File: config.mk
export PLATFORM = sky130hd
export DESIGN_NAME = tsoc_conditioner
export DESIGN_NICKNAME = d
export VERILOG_FILES = /design/src/hw/tsoc_pkg.sv /design/src/hw/tsoc_conditioner.sv
export VERILOG_INCLUDE_DIRS = /design/src /design/src/hw
export SDC_FILE = /design/constraint.sdc
export NUM_CORES = 1
export LEC_CHECK = 0
export BUFFER_PORTS_ARGS = -buffer_cell sky130_fd_sc_hd__buf_2
export CAP_MARGIN = 20
export CORE_MARGIN = 1.5
export CORE_UTILIZATION = 49
export CTS_CLUSTER_SIZE = 25
export DETAILED_ROUTE_END_ITERATION = 7
export PLACE_DENSITY = 0.71
export RECOVER_POWER = 100
export SLEW_MARGIN = 15
export SYNTH_ARGS = -nofsm -noshare
export SYNTH_HDL_FRONTEND = slang
export SYNTH_SLANG_ARGS = --single-unit
File: constraint.sdc
create_clock -name clock -period 6.2 [get_ports clock]
set_clock_uncertainty 0.1 [all_clocks]
set_input_delay 0.62 -clock clock [delete_from_list [all_inputs] [get_ports clock]]
set_output_delay 0.62 -clock clock [all_outputs]
set_load 0.02 [all_outputs]
File: src/hw/tsoc_regs.svh
/*
  Constants of the transport stream output conditioner: packet layout,
  identifiers, rates and timing counts. Assumes a 100 MHz system clock.
*/
`ifndef TSOC_REGS_SVH
`define TSOC_REGS_SVH

`define TSOC_SYNC_BYTE      8'h47
`define TSOC_NULL_PID       13'h1fff
`define TSOC_ENCAP_PID      13'h1ff6
`define TSOC_OPS_PID        13'h1ffa
`define TSOC_OPTYPE_CTRL    8'h00
`define TSOC_STUFF_BYTE     8'hff
`define TSOC_NULL_FLAGS     8'h10
`define TSOC_PKT_LAST       8'd187
`define TSOC_POS_TEI        8'd1
`define TSOC_POS_PID_LO     8'd2
`define TSOC_POS_OPTYPE     8'd4
`define TSOC_CTRL_FIRST     8'd20
`define TSOC_CTRL_LAST      8'd167
`define TSOC_FIELD_LAST     9'd311
`define TSOC_CLK_HZ         100000000
`define TSOC_OUT_BPS        19392658
`define TSOC_RATE_MOD       (`TSOC_CLK_HZ * 8)
`define TSOC_PRECURSOR_S    1
`define TSOC_PRECURSOR_CYC  (`TSOC_PRECURSOR_S * `TSOC_CLK_HZ)
`define TSOC_NO_INPUT_MS    10
`define TSOC_NO_INPUT_CYC   ((`TSOC_NO_INPUT_MS * `TSOC_CLK_HZ) / 1000)
`define TSOC_TICK_PERIOD_S  1
`define TSOC_TICK_CYC       (`TSOC_TICK_PERIOD_S * `TSOC_CLK_HZ)

`endif

File: src/hw/tsoc_pkg.sv
/*
  Types of the transport stream output conditioner.
  Assumes counts of at most 2^28 cycles.
*/
package tsoc_pkg;

  typedef enum logic [1:0] {SRC_IDLE, SRC_IN, SRC_GEN} tsoc_src_t;

  typedef struct packed {
    logic [8:0]  buf0;
    logic [8:0]  buf1;
    logic [1:0]  cnt;
    logic        in_ready;
    logic [29:0] acc;
    logic [7:0]  pos;
    tsoc_src_t   src;
    logic        gen_prec;
    logic [12:0] pid;
    logic        conv;
    logic        encap;
    logic        field_used;
    logic [8:0]  fld;
    logic [27:0] idle;
    logic        no_input;
    logic [27:0] sec;
    logic        prec_due;
    logic [27:0] tcnt;
    logic [7:0]  raw;
    logic [7:0]  out_data;
    logic        out_valid;
    logic        out_sop;
    logic        frsc_take;
    logic        align;
    logic        underrun;
  } tsoc_state_t;

endpackage : tsoc_pkg

File: src/hw/tsoc_conditioner.sv
/*
  Output stage of a stream adapter: fixed-rate transport stream framer with
  null-packet handling, control packet conversion, side channel insertion,
  encapsulation packet flagging and advanced tick alignment release.
  Assumes the clock is disciplined to the GPS reference and all inputs are
  synchronous to it.
*/
// Operation
// - Output bytes paced at the fixed rate from the disciplined clock.
// - In mobile mode no null packet is inserted or deleted until input is lost.
// - Input passes unchanged except control and side channel data.
// - In standard mode nulls are inserted when input falls short.
// - With no input, an own packet stream is made at the same rate.
// - Tick alignment released ahead of the tick by maximum delay.
// - Encapsulation packets recognised only by identifier 0x1ff6.
// - Without input: null packets, a precursor packet about once a second.
// - At most one control packet per transmitted data field.
`include "tsoc_regs.svh"

module tsoc_conditioner #(
  parameter int unsigned PRECURSOR_CYC = `TSOC_PRECURSOR_CYC,
  parameter int unsigned NO_INPUT_CYC  = `TSOC_NO_INPUT_CYC,
  parameter int unsigned TICK_CYC      = `TSOC_TICK_CYC
) (
  input  wire logic       clock,
  input  wire logic       nrst,
  input  wire logic       mode_mh,
  input  wire logic [7:0] in_data,
  input  wire logic       in_sop,
  input  wire logic       in_valid,
  output logic            in_ready,
  input  wire logic       frsc_bit,
  input  wire logic [7:0] ctrl_byte,
  input  wire logic       emission_time_tick,
  input  wire logic [27:0] max_delay_cyc,
  output logic [7:0]      out_data,
  output logic            out_valid,
  output logic            out_sop,
  output logic            mobile_encapsulation_packet,
  output logic            out_ctrl,
  output logic            frsc_take,
  output logic            tick_align,
  output logic            underrun
);
  import tsoc_pkg::*;

  localparam logic [30:0] RATE_STEP = 31'(`TSOC_OUT_BPS);
  localparam logic [30:0] RATE_MOD  = 31'(`TSOC_RATE_MOD);

  tsoc_state_t q;
  tsoc_state_t d;

  // Byte of a locally generated null or precursor packet
  function automatic logic [7:0] gen_byte(input logic [7:0] pos,
                                          input logic       prec);
    logic [12:0] pid;
    pid = prec ? `TSOC_OPS_PID : `TSOC_NULL_PID;
    unique case (pos)
      8'h00:   gen_byte = `TSOC_SYNC_BYTE;
      8'h01:   gen_byte = {3'h0, pid[12:8]};
      8'h02:   gen_byte = pid[7:0];
      8'h03:   gen_byte = `TSOC_NULL_FLAGS;
      8'h04:   gen_byte = prec ? `TSOC_OPTYPE_CTRL : `TSOC_STUFF_BYTE;
      default: gen_byte = `TSOC_STUFF_BYTE;
    endcase
  endfunction : gen_byte

  logic [30:0] acc_sum;
  logic        rate_en;
  logic        pop;
  logic [1:0]  cnt_pop;
  tsoc_src_t   src;
  logic [7:0]  raw;
  logic [7:0]  byte_v;
  logic [27:0] adv;

  always_comb
  begin
    d        = q;
    pop      = 1'b0;
    src      = q.src;
    raw      = 8'h00;
    byte_v   = 8'h00;
    cnt_pop  = q.cnt;
    d.out_valid = 1'b0;
    d.out_sop   = 1'b0;
    d.frsc_take = 1'b0;
    d.align     = 1'b0;
    d.underrun  = 1'b0;
    // Fractional pacing of the byte slots
    acc_sum = {1'b0, q.acc} + RATE_STEP;
    rate_en = acc_sum >= RATE_MOD;
    d.acc   = rate_en ? 30'(acc_sum - RATE_MOD) : acc_sum[29:0];
    // Loss of upstream input
    if (in_valid)
    begin
      d.idle     = 28'h0;
      d.no_input = 1'b0;
    end
    else if (q.idle == 28'(NO_INPUT_CYC - 1))
      d.no_input = 1'b1;
    else
      d.idle = q.idle + 28'h1;
    // Precursor cadence
    if (q.sec == 28'(PRECURSOR_CYC - 1))
    begin
      d.sec      = 28'h0;
      d.prec_due = 1'b1;
    end
    else
      d.sec = q.sec + 28'h1;
    // Tick alignment advanced by the maximum delay
    adv = 28'(TICK_CYC) - max_delay_cyc;
    if (emission_time_tick)
      d.tcnt = 28'h0;
    else if (q.tcnt != 28'hfffffff)
      d.tcnt = q.tcnt + 28'h1;
    d.align = !emission_time_tick && (q.tcnt + 28'h1 == adv);
    // Byte slot
    if (rate_en)
    begin
      if (q.pos == 8'h00)
      begin
        d.src = SRC_IDLE;
        if (q.cnt != 2'd0 && q.buf0[8])
          d.src = SRC_IN;
        else
        begin
          pop = q.cnt != 2'd0;
          if (q.no_input || !mode_mh)
            d.src = SRC_GEN;
        end
        d.gen_prec = d.src == SRC_GEN && q.no_input && q.prec_due;
        if (d.gen_prec && q.sec != 28'(PRECURSOR_CYC - 1))
          d.prec_due = 1'b0;
        src = d.src;
      end
      if (src == SRC_IN && q.cnt == 2'd0)
        d.underrun = 1'b1;
      else if (src != SRC_IDLE)
      begin
        raw    = (src == SRC_IN) ? q.buf0[7:0] : gen_byte(q.pos, d.gen_prec);
        pop    = src == SRC_IN;
        byte_v = raw;
        if (q.pos == 8'h00)
        begin
          d.conv = 1'b0;
          d.encap = 1'b0;
          d.fld  = (q.fld == `TSOC_FIELD_LAST) ? 9'h0 : q.fld + 9'h1;
          if (q.fld == `TSOC_FIELD_LAST)
            d.field_used = 1'b0;
        end
        if (q.pos == `TSOC_POS_TEI)
        begin
          d.pid[12:8] = raw[4:0];
          byte_v[7]   = frsc_bit;
          d.frsc_take = 1'b1;
        end
        if (q.pos == `TSOC_POS_PID_LO)
        begin
          d.pid[7:0] = raw;
          d.encap = {q.pid[12:8], raw} == `TSOC_ENCAP_PID;
        end
        if (q.pos == `TSOC_POS_OPTYPE && q.pid == `TSOC_OPS_PID &&
            raw == `TSOC_OPTYPE_CTRL && !d.field_used)
        begin
          d.conv       = 1'b1;
          d.field_used = 1'b1;
        end
        if (q.conv && q.pos >= `TSOC_CTRL_FIRST && q.pos <= `TSOC_CTRL_LAST)
          byte_v = ctrl_byte;
        d.pos = (q.pos == `TSOC_PKT_LAST) ? 8'h00 : q.pos + 8'h01;
        d.raw       = raw;
        d.out_data  = byte_v;
        d.out_valid = 1'b1;
        d.out_sop   = q.pos == 8'h00;
      end
    end
    // Two-entry buffer in the input path
    if (pop)
    begin
      d.buf0  = q.buf1;
      cnt_pop = q.cnt - 2'd1;
    end
    d.cnt = cnt_pop;
    if (in_valid && q.in_ready)
    begin
      if (cnt_pop == 2'd0)
        d.buf0 = {in_sop, in_data};
      else
        d.buf1 = {in_sop, in_data};
      d.cnt = cnt_pop + 2'd1;
    end
    d.in_ready = d.cnt != 2'd2;
  end

  always_ff @(posedge clock or negedge nrst)
  begin
    if (!nrst)
    begin
      q          <= '0;
      q.src      <= SRC_IDLE;
      q.tcnt     <= 28'hfffffff;
      q.in_ready <= 1'b1;
    end
    else
      q <= d;
  end

  assign in_ready   = q.in_ready;
  assign out_data   = q.out_data;
  assign out_valid  = q.out_valid;
  assign out_sop    = q.out_sop;
  assign mobile_encapsulation_packet = q.encap;
  assign out_ctrl   = q.conv;
  assign frsc_take  = q.frsc_take;
  assign tick_align = q.align;
  assign underrun   = q.underrun;
endmodule : tsoc_conditioner

======== Word level (Yosys, flattened, before mapping) ========
Cells that the tools add are included.
storage, ports and cells
  register bits after elaboration ......... 186
  input port bits ......................... 51
  output and inout port bits .............. 16
  word-level logic and storage cells ...... 147
operators by class
  add/sub/neg operators ................... 10
  order comparisons ....................... 3
  eq/ne operators ......................... 21
  multiplexer cells ....................... 54
  bitwise logic cells ..................... 2
  reduce and logical (&&, ||, !) cells .... 32
operators by type and width
  operator                  count
  $mux W28                  4
  $add A28 B1 Y28 const B   3
  $mux W8                   7
  $mux W12                  4
  $pmux W8 S5               1
  $mux W9                   4
  $add A30 B25 Y31 const B  1
  $ge A31 B30 Y1 const B    1
  $mux W30                  1
  $sub A30 B30 Y30 const B  1
  $mux W29                  1
  $eq A28 B20 Y1 const B    1
  $eq A28 B27 Y1 const B    1
  $eq A28 B28 Y1            1
  $ne A28 B27 Y1 const B    1
  $ne A28 B28 Y1 const B    1
  $sub A27 B28 Y28 const A  1
  $eq A13 B13 Y1 const B    2
  $mux W20                  1
  $reduce_and A4 Y1         5
  $mux W1                   18
  $mux W3                   6
  $eq A8 B2 Y1 const B      2
  $logic_not A8 Y1          2
  other kinds (25)          52

======== Depth between registers and ports, before layout ========
Gate-level depths: netlist of the first run.
  depth in word-level cells ............... 22
  gate-level depth with buffers ........... 19
  depth with buffers taken out ............ 16

======== Worst setup path before layout of the first run ========
No wires, ideal clock.
  kind .................................... reg2reg
  from .................................... reg q[146] (netlist name)
  to ...................................... reg q[176] (netlist name)
  library setup time ...................... 0.125 ns
  arrival ................................. 4.405 ns
  data required time ...................... 5.975 ns
  slack ................................... 1.570 ns
  cell stages (with the launch flop) ...... 19
  buffers on the path ..................... 3
  clock period less this slack ............ 4.630 ns
  path through ............................ dfrtp_1 > clkbuf_1 > a311oi_2 > nand2b_1 > o21bai_1 > xnor2_1 > ha_1 > nand4b_1 > o41a_1 > a311o_1 > a311oi_4 > o211ai_2 > buf_4 > nor2_1 > a21oi_1 > ha_1 > or2_2 > clkbuf_1 > mux2_2
on the way
  word-level cells in the longest chain between the ends .. 7
RTL lines
  what                                line                     source
  start, declared                     tsoc_conditioner.sv:50   tsoc_state_t q;
  $add A30 B25 Y31                    tsoc_conditioner.sv:91   acc_sum = {1'b0, q.acc} + RATE_STEP;
  $ge A31 B30 Y1                      tsoc_conditioner.sv:92   rate_en = acc_sum >= RATE_MOD;
  $mux W1                             tsoc_conditioner.sv:120  if (rate_en)
  $mux W2                             tsoc_conditioner.sv:180  if (pop)
  $logic_not A2 Y1                    tsoc_conditioner.sv:188  if (cnt_pop == 2'd0)
  $not A1 Y1 (no source line)         --
  $reduce_and A2 Y1 (no source line)  --
Every way passes these cells.
A chain may end at the register's enable or synchronous reset.

======== Worst setup path in the final report of the first run ========
  from .................................... reg q[146] (netlist name)
  to ...................................... reg q[131] (netlist name)
on the way
  word-level cells in the longest chain between the ends .. 3
RTL lines
  what                                line
  $add A30 B25 Y31                    tsoc_conditioner.sv:91
  $ge A31 B30 Y1                      tsoc_conditioner.sv:92
  $reduce_and A4 Y1 (no source line)  --
Every way passes these cells.

==> out/qor.csv, run 1 <==
stage,metric,value,unit
placement,gp_congestion,0.8290,
clocking,postCtsHoldBufs,0,
cells_and_area,drive_gt1_share,13.01,%
cells_and_area,multiInputGateArea,5589,um2
power,p_leak,4.922,nW
global_route,antenna_found_initial,0,
status,violations,"capacitance limit, slew limit",
routing,drc,0,
worst_setup_path,crit_arrival,5610,ps
synthesis,synthArstFlopShare,100.0,%
worst_setup_path,reg2reg_depth,13,
sta,finalMaxSlewViolations,171,
synthesis,syn_area_per_cell,9.575,um2
cells_and_area,nets,1213,
synthesis,ys.flop_type,dfrtp_1,
synthesis,synth_cell_types,72,
placement,io_buffers,66,
synthesis,synth-edff-count,0,
sta,setup_ws,810.2,ps
die,rows,53,
sta,report.final.setup_viol,0,
clocking,cts_tree,done,
clocking,htree_levels,4,
worst_setup_path,cp.required,6420,ps
clocking,cts_made_buffers,17,
clocking,ctsResizeCount,0,
worst_setup_path,r2r_start,q[146]$_DFF_PN0_,
synthesis,ys_seq_area_share,44.10,%
routing,dr_total_vias,8061,
placement,dp.final_hpwl,15.29,mm
die,initial_core_util,50.17,%
routing,drtAntennaViolNets,0,
worst_setup_path,start_kind,flop,
worst_setup_path,r2r_end,q[131]$_DFFE_PN0P_,
die,io_pins,67,
routing,viasPerCell,5.614,
hold_path,hold_class,in2reg,
die,die_area,22480,um2
sta,rsz0062_at_grt,false,
global_route,track_usage,19.92,%
worst_setup_path,endpoint,q[131]$_DFFE_PN0P_,
cells_and_area,area_growth_syn_to_layout,9.602,%
sta,period_needed,5390,ps
cells_and_area,fillers,1917,
die,fp.dieH,149.9,um
global_route,grt_max_degree,124,
clocking,cts-root-buf,clkbuf_16,
routing,avgRoutedWirePerCell,14.86,um
die,die_w,149.9,um
placement,placed_area,11070,um2
sta,tightestPinTransition,3046,ps
status,status,"complete, but fails checks",
sta,final.period_utilization,86.93,%
sta,tns,0,ps
placement,pre_cts_slack,1138,ps
synthesis,yosysWarnings,0,
global_route,grt_remaining_overflow,0,
sta,max_slew_margin,-103.1,%
hold_path,worstHoldStart,in_data[0],
power,cellPowerDensity,229.0,nW/um2
clocking,clk_latency,430,ps
worst_setup_path,cp-end-kind,flop,
synthesis,syn_area,10580,um2
sta,hold_viol,0,
routing,drt_iter0_markers,452,
cells_and_area,register_area,4666,um2
worst_setup_path,criticalPathCategory,reg2reg,
clocking,cts_setup_buffers,0,
sta,max_freq,185.5,MHz
worst_setup_path,crit_path_max_fanout,46,
global_route,grt_pass1_vias,7723,
die,design.core.area,21090,um2
cells_and_area,fin_area,11600,um2
worst_setup_path,regToRegSetupSlack,810,ps
synthesis,ys_seq_elements,185,
synthesis,syn_nets,1170,
routing,drt-total-wl,21.34,mm
worst_setup_path,critPathLaunch,q[146]$_DFF_PN0_,
power,ir_drop,0.1893,mV
flow_run,drv_cap,3,
global_route,grt_pass1_wl,36.67,mm
clocking,clock_path_buffers,2,
synthesis,netlist_instances,1105,
clocking,clkTransAtPathRegs,70,ps
routing,drt-pass1-iter-count,6,
cells_and_area,antenna_cells,0,
clocking,cts_num_sinks,185,
-- final cells by class --
class                      instances  share of cell area, %
inverter                          27                 0.8740
clock inverter                    14                  1.187
clock buffer                      18                  3.701
sequential                       185                  40.24
multi-input combinational        847                  48.20
timing repair buffer              70                  2.838
tap                              275                  2.967
-- synthesized netlist by cell type (all sizes together), types with 5 or more instances --
cell type / number / share of area [%]
or4: 6 / 0.43
a21oi: 64 / 3.0
and4: 6 / 0.50
xnor2: 100 / 8.3
and3: 34 / 2.0
nor2b: 8 / 0.47
or3: 18 / 1.1
buf: 17 / 1.0
or2: 5 / 0.30
o211ai: 6 / 0.60
nor2: 107 / 3.9
dfrtp: 156 / 37
clkbuf: 29 / 1.0
and2: 12 / 0.71
o31ai: 11 / 0.78
xor2: 63 / 5.2
mux2: 26 / 2.8
nand4: 31 / 1.8
nor4: 15 / 0.89
dfstp: 29 / 7.2
inv: 27 / 0.96
nand2b: 7 / 0.41
nand2: 89 / 3.2
a31oi: 8 / 0.47
mux2i: 29 / 2.7
nor3: 18 / 0.85
nand3: 47 / 2.2
a21o: 5 / 0.35
o21ai: 57 / 2.7
ha: 14 / 1.7
-- where the power goes --
group / switching [mW] / internal, mW
registers: 0.0497 / 1.28
clock network: 0.486 / 0.566
logic: 0.148 / 0.124
total: 0.684 / 1.97
-- metrics by stage --
| step | power [mW] | utilization (%) | std cells | hold slack, ps |
|---|---|---|---|---|
| after global placement | 1.618 | 52.50 | 1403 | 359.4 |
| after floorplan | 1.528 | - | 1105 | 224.4 |
| after CTS | 2.687 | 55.19 | 1435 | 268.9 |
| final | 2.656 | 54.99 | 1436 | 345.8 |
| after detailed placement | 1.630 | 52.50 | 1403 | 364.2 |
| after global routing | 2.781 | 54.99 | 1436 | 327.2 |
-- cells by family (layout without fill, tap and decap cells) --
| logic type | after synthesis | in the layout | synth area share, % |
|---|---|---|---|
| and+or+nand+nor | 424 | 424 | 20.51 |
| AOI/OAI and AO/OA | 191 | 191 | 11.74 |
| DFF | 185 | 185 | 44.10 |
| xor gates and xnor gates | 163 | 163 | 13.49 |
| buffers and inverters | 73 | 129 | 2.992 |
| muxes | 55 | 55 | 5.511 |
| adders and majority gates | 14 | 14 | 1.656 |
-- routing by layer --
metal	GRT usage [%]	up-vias	part of all wire, %
met4	4.804	0	0.90
met3	3.445	20	3.4
li1	-	3998	-
met5	0	-	0
met2	32.41	144	47
met1	27.61	3899	48
-- layout by cell type (no fill, tap or decap), types with 4 or more instances in the layout --
master / n
a21boi_0: 4
a21o_1: 5
a21oi_1: 64
a31oi_1: 8
and2_1: 9
and3_1: 34
and4_1: 6
buf_2: 48
clkbuf_1: 20
clkbuf_16: 17
dfrtp_1: 156
dfstp_2: 28
ha_1: 14
inv_1: 27
inv_6: 5
mux2_2: 26
mux2i_1: 29
nand2_1: 89
nand2b_1: 7
nand3_1: 47
nand4_1: 31
nor2_1: 106
nor2b_1: 8
nor3_1: 18
nor4_1: 15
o2111ai_1: 4
o211ai_1: 4
o21ai_0: 57
o31ai_1: 11
or2_2: 4
or3_1: 18
or4_1: 6
xnor2_1: 100
xor2_1: 63
-- flip-flops by register name, summed over array words and instances, names as in the netlist --
signal	count
underrun	1
out_valid	1
out_ctrl	1
out_sop	1
mobile_encapsulation_packet	1
q	169
tick_align	1
in_ready	1
frsc_take	1
out_data	8
-- critical path: stages (launching register included) --
cell	delay (ps)
dfrtp_1	450
a311oi_1	710
nand2b_1	300
o21bai_1	120
xnor2_1	270
ha_1	200
nand4b_1	90
o41a_1	400
a311o_1	410
a311oi_4	390
o211ai_4	120
clkbuf_1	740
nor2_1	590
mux2_2	380
-- how the worst min path moves through the flow --
stage	slack, ps	endpoint	depth (start not counted)
after floorplan	220	frsc_take$_DFF_PN0_	0
after global placement	360	q[56]$_DFF_PN0_	1
after detailed placement	360	q[56]$_DFF_PN0_	1
after CTS	270	q[98]$_DFFE_PN0P_	1
after global routing	330	q[176]$_DFFE_PN0P_	2
final	350	q[176]$_DFFE_PN0P_	2
Power figures use the tool's default switching activity.
==> inputs of run 2 (changes only) <==
- CELL_PAD_IN_SITES_DETAIL_PLACEMENT: unset -> 1
- CELL_PAD_IN_SITES_GLOBAL_PLACEMENT: unset -> 2
- CORE_UTILIZATION: 49 -> 39
- CTS_CLUSTER_DIAMETER: unset -> 30
- PLACE_DENSITY: 0.71 -> 0.84
==> run 2 against run 1 <==
Effect of this change:
- non-clock buffer count increased by 2
- register-to-register slack better by 150 ps
- combinational power up 1%
- largest cell class unchanged
- routed wire length grew 17%
- the run still ends with capacitance limit, slew limit left
- setup slack better by 150 ps
- total power is 3.8% higher
- via count rose by 1.5%
- clock power up 9.5%
- core utilization is 11 points lower
- first-iteration DRC count decreased by 24%
- global-route usage down 1.3 points
==> out/qor.csv, run 2 (synthesized netlist as in run 1, its figures left out) <==
stage,metric,value,unit,change
worst_setup_path,start_kind,flop,,
placement,dp.final_hpwl,18.05,mm,+18%
flow_run,drv_cap,2,,-1
cells_and_area,top_register,q,,
global_route,grt_pass1_wl,42.93,mm,+17%
routing,dr_total_vias,8180,,+1.5%
routing,drtAntennaViolNets,0,,unchanged
clocking,cts-root-buf,clkbuf_16,,
clocking,clock_path_buffers,2,,unchanged
clocking,clkTransAtPathRegs,80,ps,about the same
power,ir_drop,0.1835,mV,-3.1%
sta,finalMaxSlewViolations,135,,-21%
cells_and_area,nets,1215,,+0.16%
routing,drt-total-wl,24.92,mm,+17%
sta,max_freq,191.0,MHz,+2.9%
power,cellPowerDensity,235.3,nW/um2,+2.8%
global_route,busiest_layer,met2,,
routing,drt-pass1-iter-count,5,,-1
placement,placed_area,11170,um2,+0.88%
routing,viasPerCell,5.439,,-3.1%
global_route,antenna_found_initial,0,,unchanged
worst_setup_path,criticalPathCategory,reg2reg,,
clocking,cts_num_sinks,185,,unchanged
die,rows,60,,+13%
routing,avgRoutedWirePerCell,16.57,um,+11%
sta,rsz0062_at_grt,false,,
die,io_pins,67,,unchanged
sta,tightestPinTransition,3561,ps,+515.0 ps
clocking,clk_latency,440,ps,about the same
die,initial_core_util,39.48,%,-11 points
die,design.core.area,26800,um2,+27%
clocking,cts_made_buffers,17,,unchanged
global_route,grtUsageMet1,25.70,%,-1.9 points
status,status,"complete, but fails checks",,
cells_and_area,fin_area,11720,um2,+1.1%
worst_setup_path,cp-end-kind,flop,,
cells_and_area,mostFrequentLayoutCell,dfrtp_1,,
routing,drt_iter0_markers,343,,-24%
sta,whs,328.8,ps,-16.97 ps
worst_setup_path,cp.required,6420,ps,about the same
hold_path,hold_class,in2reg,,
global_route,track_usage,18.60,%,-1.3 points
status,violations,"capacitance limit, slew limit",,
cells_and_area,fin_cells,1504,,+4.7%
placement,gp_congestion,0.8173,,-1.4%
die,die_area,28130,um2,+25%
cells_and_area,largest_reg_flops,169,,unchanged
placement,placed_cells,1471,,+4.8%
worst_setup_path,crit_path_max_fanout,16,,-65%
clocking,htree_levels,4,,unchanged
sta,tns,0,ps,unchanged
cells_and_area,utilization,43.73,%,-11 points
clocking,cts_tree,done,,
clocking,ctsResizeCount,0,,unchanged
cells_and_area,antenna_cells,0,,unchanged
cells_and_area,area_growth_syn_to_layout,10.76,%,
sta,period_needed,5236,ps,-153.5 ps
clocking,postCtsHoldBufs,0,,unchanged
die,fp.dieH,167.7,um,+12%
die,die_w,167.7,um,+12%
global_route,grt_pass1_vias,8463,,+9.6%
global_route,grt_use_met3,2.316,%,-1.1 points
sta,final.period_utilization,84.46,%,-2.5 points
sta,hold_viol,0,,unchanged
placement,io_buffers,66,,unchanged
global_route,grt_remaining_overflow,0,,unchanged
sta,report.final.setup_viol,0,,unchanged
cells_and_area,final_cell_mix,"dfrtp_1, nor2_1, xnor2_1, nand2_1, a21oi_1",,
routing,drc,0,,unchanged
clocking,cts_setup_buffers,0,,unchanged
worst_setup_path,crit_arrival,5460,ps,-150 ps
cells_and_area,drive_gt1_share,13.16,%,+0.15 points
sta,max_slew_margin,-137.4,%,-34 points
global_route,grt_max_degree,69,,-44%
power,p_leak,4.951,nW,+0.59%
global_route,use_met2,30.74,%,-1.7 points
run 2: power by group:
| part | leakage (nW) | internal (mW) | switching (mW) | total [mW] |
|---|---|---|---|---|
| Combinational | 2.34 | 0.124 | 0.152 | 0.276 |
| Sequential | 2.32 | 1.28 | 0.0475 | 1.33 |
| Clock | 0.300 | 0.625 | 0.528 | 1.15 |
run 2: critical path: stages, from the launching register on:
cell,delay (ps)
dfrtp_1,450
a311oi_1,670
nand2b_1,300
o21bai_1,120
xnor2_1,260
ha_1,190
nand4b_1,90
o41a_1,410
a311o_1,420
a311oi_4,350
o211ai_2,460
xnor2_1,300
ha_1,270
or2_2,400
mux2_2,300
run 2: area by class of cell:
type                       instances  area [um2]
inverter                          27       101.3
clock buffer                      18       439.2
fill                            3043       15080
multi-input combinational        847        5568
tap                              341       426.7
timing repair buffer              72       344.1
sequential                       185        4666
clock inverter                    14       173.9
run 2: worst paths after layout:
kind | slack [ps] | end | depth (start not counted) | from
max in group asynchronous | 1610 | q[180]$_DFFE_PN0P_ | 2 | nrst
min reg2reg | 370 | q[144]$_DFF_PN0_ | 1 | q[144]$_DFF_PN0_
max | 960 | q[178]$_DFFE_PN0P_ | 14 | q[146]$_DFF_PN0_
min | 330 | q[183]$_DFFE_PN0P_ | 2 | in_data[7]
max reg2reg | 960 | q[178]$_DFFE_PN0P_ | 14 | q[146]$_DFF_PN0_
min in group asynchronous | 1300 | out_data[2]$_DFFE_PN0P_ | 1 | nrst
run 2: layer usage:
layer | vias to the layer above | wire length [um]
li1 | 3984 | -
met1 | 4081 | 12100
met2 | 91 | 12000
met3 | 24 | 504
met4 | 0 | 316
met5 | - | 0
run 2: stage by stage:
| step | total power [mW] | setup WS (ps) |
|---|---|---|
| CTS | 2.810 | 1047 |
| global route | 2.892 | 419.6 |
| global placement | 1.621 | 1188 |
| floorplan | 1.528 | 1570 |
| detailed placement | 1.636 | 1066 |
| finish | 2.758 | 963.7 |
==> inputs of run 3 (changes only) <==
- ABC_AREA: unset -> 1
- CORE_UTILIZATION: 39 -> 32
- PLACE_DENSITY: 0.84 -> 0.81
- clock period: 6.2 -> 4.3 ns (I/O delays scaled with it)
==> run 3 against run 2 <==
Effect of this change:
- largest power group unchanged
- synthesized cell count grew 61%
- the flow still finishes with violations (capacitance limit, slew limit)
- setup slack lost 450 ps
- routed wire length grew 43%
- largest cell class unchanged
- worst hold slack lost 220 ps
==> out/qor.csv, run 3 <==
stage,metric,value,unit,change
power,finalPower,3.516,mW,+27%
synthesis,synth_cell_types,52,,-28%
placement,gp_congestion,0.8222,,+0.60%
clocking,htree_levels,4,,unchanged
routing,drc,0,,unchanged
cells_and_area,antenna_cells,0,,unchanged
synthesis,synth.most_common_cell,nand2_1,,
routing,viasPerCell,4.854,,-11%
sta,hold_viol,0,,unchanged
routing,drt_iter0_markers,575,,+68%
die,io_pins,67,,unchanged
synthesis,syn_nets,1840,,+57%
clocking,clk_latency,450,ps,about the same
synthesis,ys_seq_area_share,38.01,%,-6.1 points
sta,finalMaxSlewViolations,91,,-33%
power,switching_power,898.4,uW,+23%
power,p_leak,6.427,nW,+30%
clocking,clock_path_buffers,2,,unchanged
sta,report.final.setup_viol,0,,unchanged
power,swShare,25.55,%,-0.84 points
die,fp.dieH,198.9,um,+19%
placement,io_buffers,66,,unchanged
sta,tns,0,ps,unchanged
routing,drt-pass1-iter-count,5,,unchanged
clocking,cts_tree,done,,
worst_setup_path,cp.required,4520,ps,-1900 ps
synthesis,yosysWarnings,0,,unchanged
synthesis,synth-edff-count,0,,unchanged
global_route,track_usage,18.72,%,+0.12 points
power,ir_drop,0.2915,mV,+59%
placement,dp.final_hpwl,28.07,mm,+55%
clocking,cts_num_sinks,185,,unchanged
cells_and_area,area_growth_syn_to_layout,10.59,%,
global_route,grt_max_degree,91,,+32%
sta,max_slew_margin,-61.94,%,+75 points
power,internal_power,2.618,mW,+29%
routing,dr_total_vias,11450,,+40%
synthesis,ys_top_cells_by_area,"dfrtp_1, nand2_1, inv_1",,
synthesis,syn_area_per_cell,6.916,um2,-28%
die,initial_core_util,32.51,%,-7.0 points
die,design.core.area,37760,um2,+41%
cells_and_area,top_register,q,,
global_route,antenna_found_initial,0,,unchanged
sta,final.period_utilization,87.98,%,+3.5 points
synthesis,synth_top_cell_area_share,31.80,%,-5.1 points
sta,tightestPinTransition,2429,ps,-1132 ps
cells_and_area,nets,1900,,+56%
clocking,cts_made_buffers,17,,unchanged
power,cellPowerDensity,259.0,nW/um2,+10%
synthesis,synthTopCellsByCount,"nand2_1, inv_1, nor2_1",,
cells_and_area,drive_gt1_share,9.578,%,-3.6 points
sta,rsz0062_at_grt,false,,
status,status,"complete, but fails checks",,
die,die_w,198.9,um,+19%
routing,avgRoutedWirePerCell,15.10,um,-8.9%
synthesis,syn_area,12280,um2,+16%
global_route,grt_pass1_vias,11760,,+39%
worst_setup_path,start_kind,flop,,
cells_and_area,final_cell_mix,"nand2_1, inv_1, nor2_1, dfrtp_1, nand3_1",,
die,rows,71,,+18%
routing,drt-total-wl,35.62,mm,+43%
global_route,grt_remaining_overflow,0,,unchanged
global_route,grt_pass1_wl,59.44,mm,+38%
power,comb_power_share,5.2,%,-4.8 points
hold_path,hold_class,in2reg,,
worst_setup_path,cp-end-kind,flop,,
flow_run,drv_cap,1,,-1
synthesis,yosysTopAreaCell,dfrtp_1,,
sta,period_needed,3783,ps,-1453 ps
cells_and_area,largest_reg_flops,169,,unchanged
synthesis,ys_seq_elements,185,,unchanged
synthesis,synthArstFlopShare,100.0,%,unchanged
routing,drtAntennaViolNets,0,,unchanged
clocking,clkTransAtPathRegs,80,ps,about the same
clocking,cts-root-buf,clkbuf_16,,
synthesis,netlist_instances,1775,,+61%
worst_setup_path,crit_path_max_fanout,26,,+10
clocking,cts_setup_buffers,0,,unchanged
power,power.share.clock,45.0,%,+3.2 points
power,pwr-share-seq,49.8,%,+1.6 points
status,violations,"capacitance limit, slew limit",,
worst_setup_path,criticalPathCategory,reg2reg,,
synthesis,ys.flop_type,dfrtp_1,,
die,die_area,39550,um2,+41%
worst_setup_path,regToRegSetupSlack,520,ps,-450 ps
worst_setup_path,crit_arrival,4010,ps,-1450 ps
cells_and_area,mostFrequentLayoutCell,nand2_1,,
sta,max_freq,264.3,MHz,+38%
==> run 3: kinds of logic (layout without fill, tap and decap cells) <==
logic type / after synthesis / in the layout / share of synthesized area [%]
mux: 4 / 4 / 0.3669
xor+xnor: 81 / 81 / 5.779
compound gates: 180 / 180 / 8.205
simple gates: 1005 / 1005 / 35.99
flops: 185 / 185 / 38.01
fa+ha+maj: 14 / 14 / 1.427
buf+inv: 306 / 379 / 10.22
==> run 3: metal layers <==
metal  GRT usage, %  up-vias  part of all wire (%)
li1               -     5777                     -
met1          25.92     5559                    50
met2          31.20       89                    47
met3          2.509       25                   1.7
met4          3.648        0                   1.1
met5              0        -                     0
==> run 3: final timing paths <==
path | from | end | cells after the start
max | q[144]$_DFF_PN0_ | q[130]$_DFFE_PN0P_ | 22
min | in_data[6] | q[191]$_DFF_PN0_ | 3
max reg2reg | q[144]$_DFF_PN0_ | q[130]$_DFFE_PN0P_ | 22
min reg2reg | q[50]$_DFF_PN0_ | q[50]$_DFF_PN0_ | 1
max in group asynchronous | nrst | q[114]$_DFFE_PN0P_ | 3
min in group asynchronous | nrst | q[167]$_DFF_PN0_ | 2
==> run 3: power groups by stage <==
stage,Combinational (mW),Clock [mW],Sequential (mW)
6_report,0.181,1.58,1.75
5_1_grt,0.210,1.70,1.75
4_1_cts,0.189,1.63,1.75
3_5_place_dp,0.187,0,1.78
3_3_place_gp,0.182,0,1.78
2_1_floorplan,0.0875,0,1.78
==> run 3: area by class of cell <==
| type | instances | area (um2) |
|---|---|---|
| fillers | 4832 | 24180 |
| repair buffers | 74 | 361.6 |
| multi-input cells | 1284 | 6316 |
| inverters | 273 | 1025 |
| well taps | 511 | 639.4 |
| clock inverters | 13 | 135.1 |
| flip-flops and latches | 185 | 4666 |
| clock buffers | 19 | 432.9 |
==> run 3: timing repair <==
action | 4_1_cts | 5_1_grt
setup endpoints to repair | 0 | 11
resized for setup | 0 | 1
hold buffers | 1 | 0
endpoints found under the hold margin | 18 | 0
==> run 3: per-stage QoR <==
step | std cells | utilization, % | hold WS (ps) | setup WS, ps | instance area [um2]
floorplan | 1775 | - | 34.41 | 802.6 | 12280
global placement | 2326 | 34.63 | 348.6 | 498.4 | 13080
detailed placement | 2326 | 34.63 | 365.0 | 394.8 | 13080
CTS | 2359 | 36.17 | 92.02 | 376.9 | 13650
global route | 2359 | 35.96 | 113.7 | 61.42 | 13580
finish | 2359 | 35.96 | 110.5 | 516.7 | 13580
==> run 3: worst max-delay path: stages (launching register included) <==
cell     delay [ps]
dfrtp_1         390
ha_1            190
nand2_1          90
nand2_2         110
nand2_2          70
a21oi_1         230
xor2_1          150
inv_1           130
ha_1            160
nand3_1          80
nor2_1          100
nand2_1          50
nor2_1           90
nand3_1         100
nor2_1           90
nand3_1         120
nand3_4         130
buf_4           310
nand2_4         210
inv_2           330
nand2_2         210
nand2_1         110
o21ai_0          80
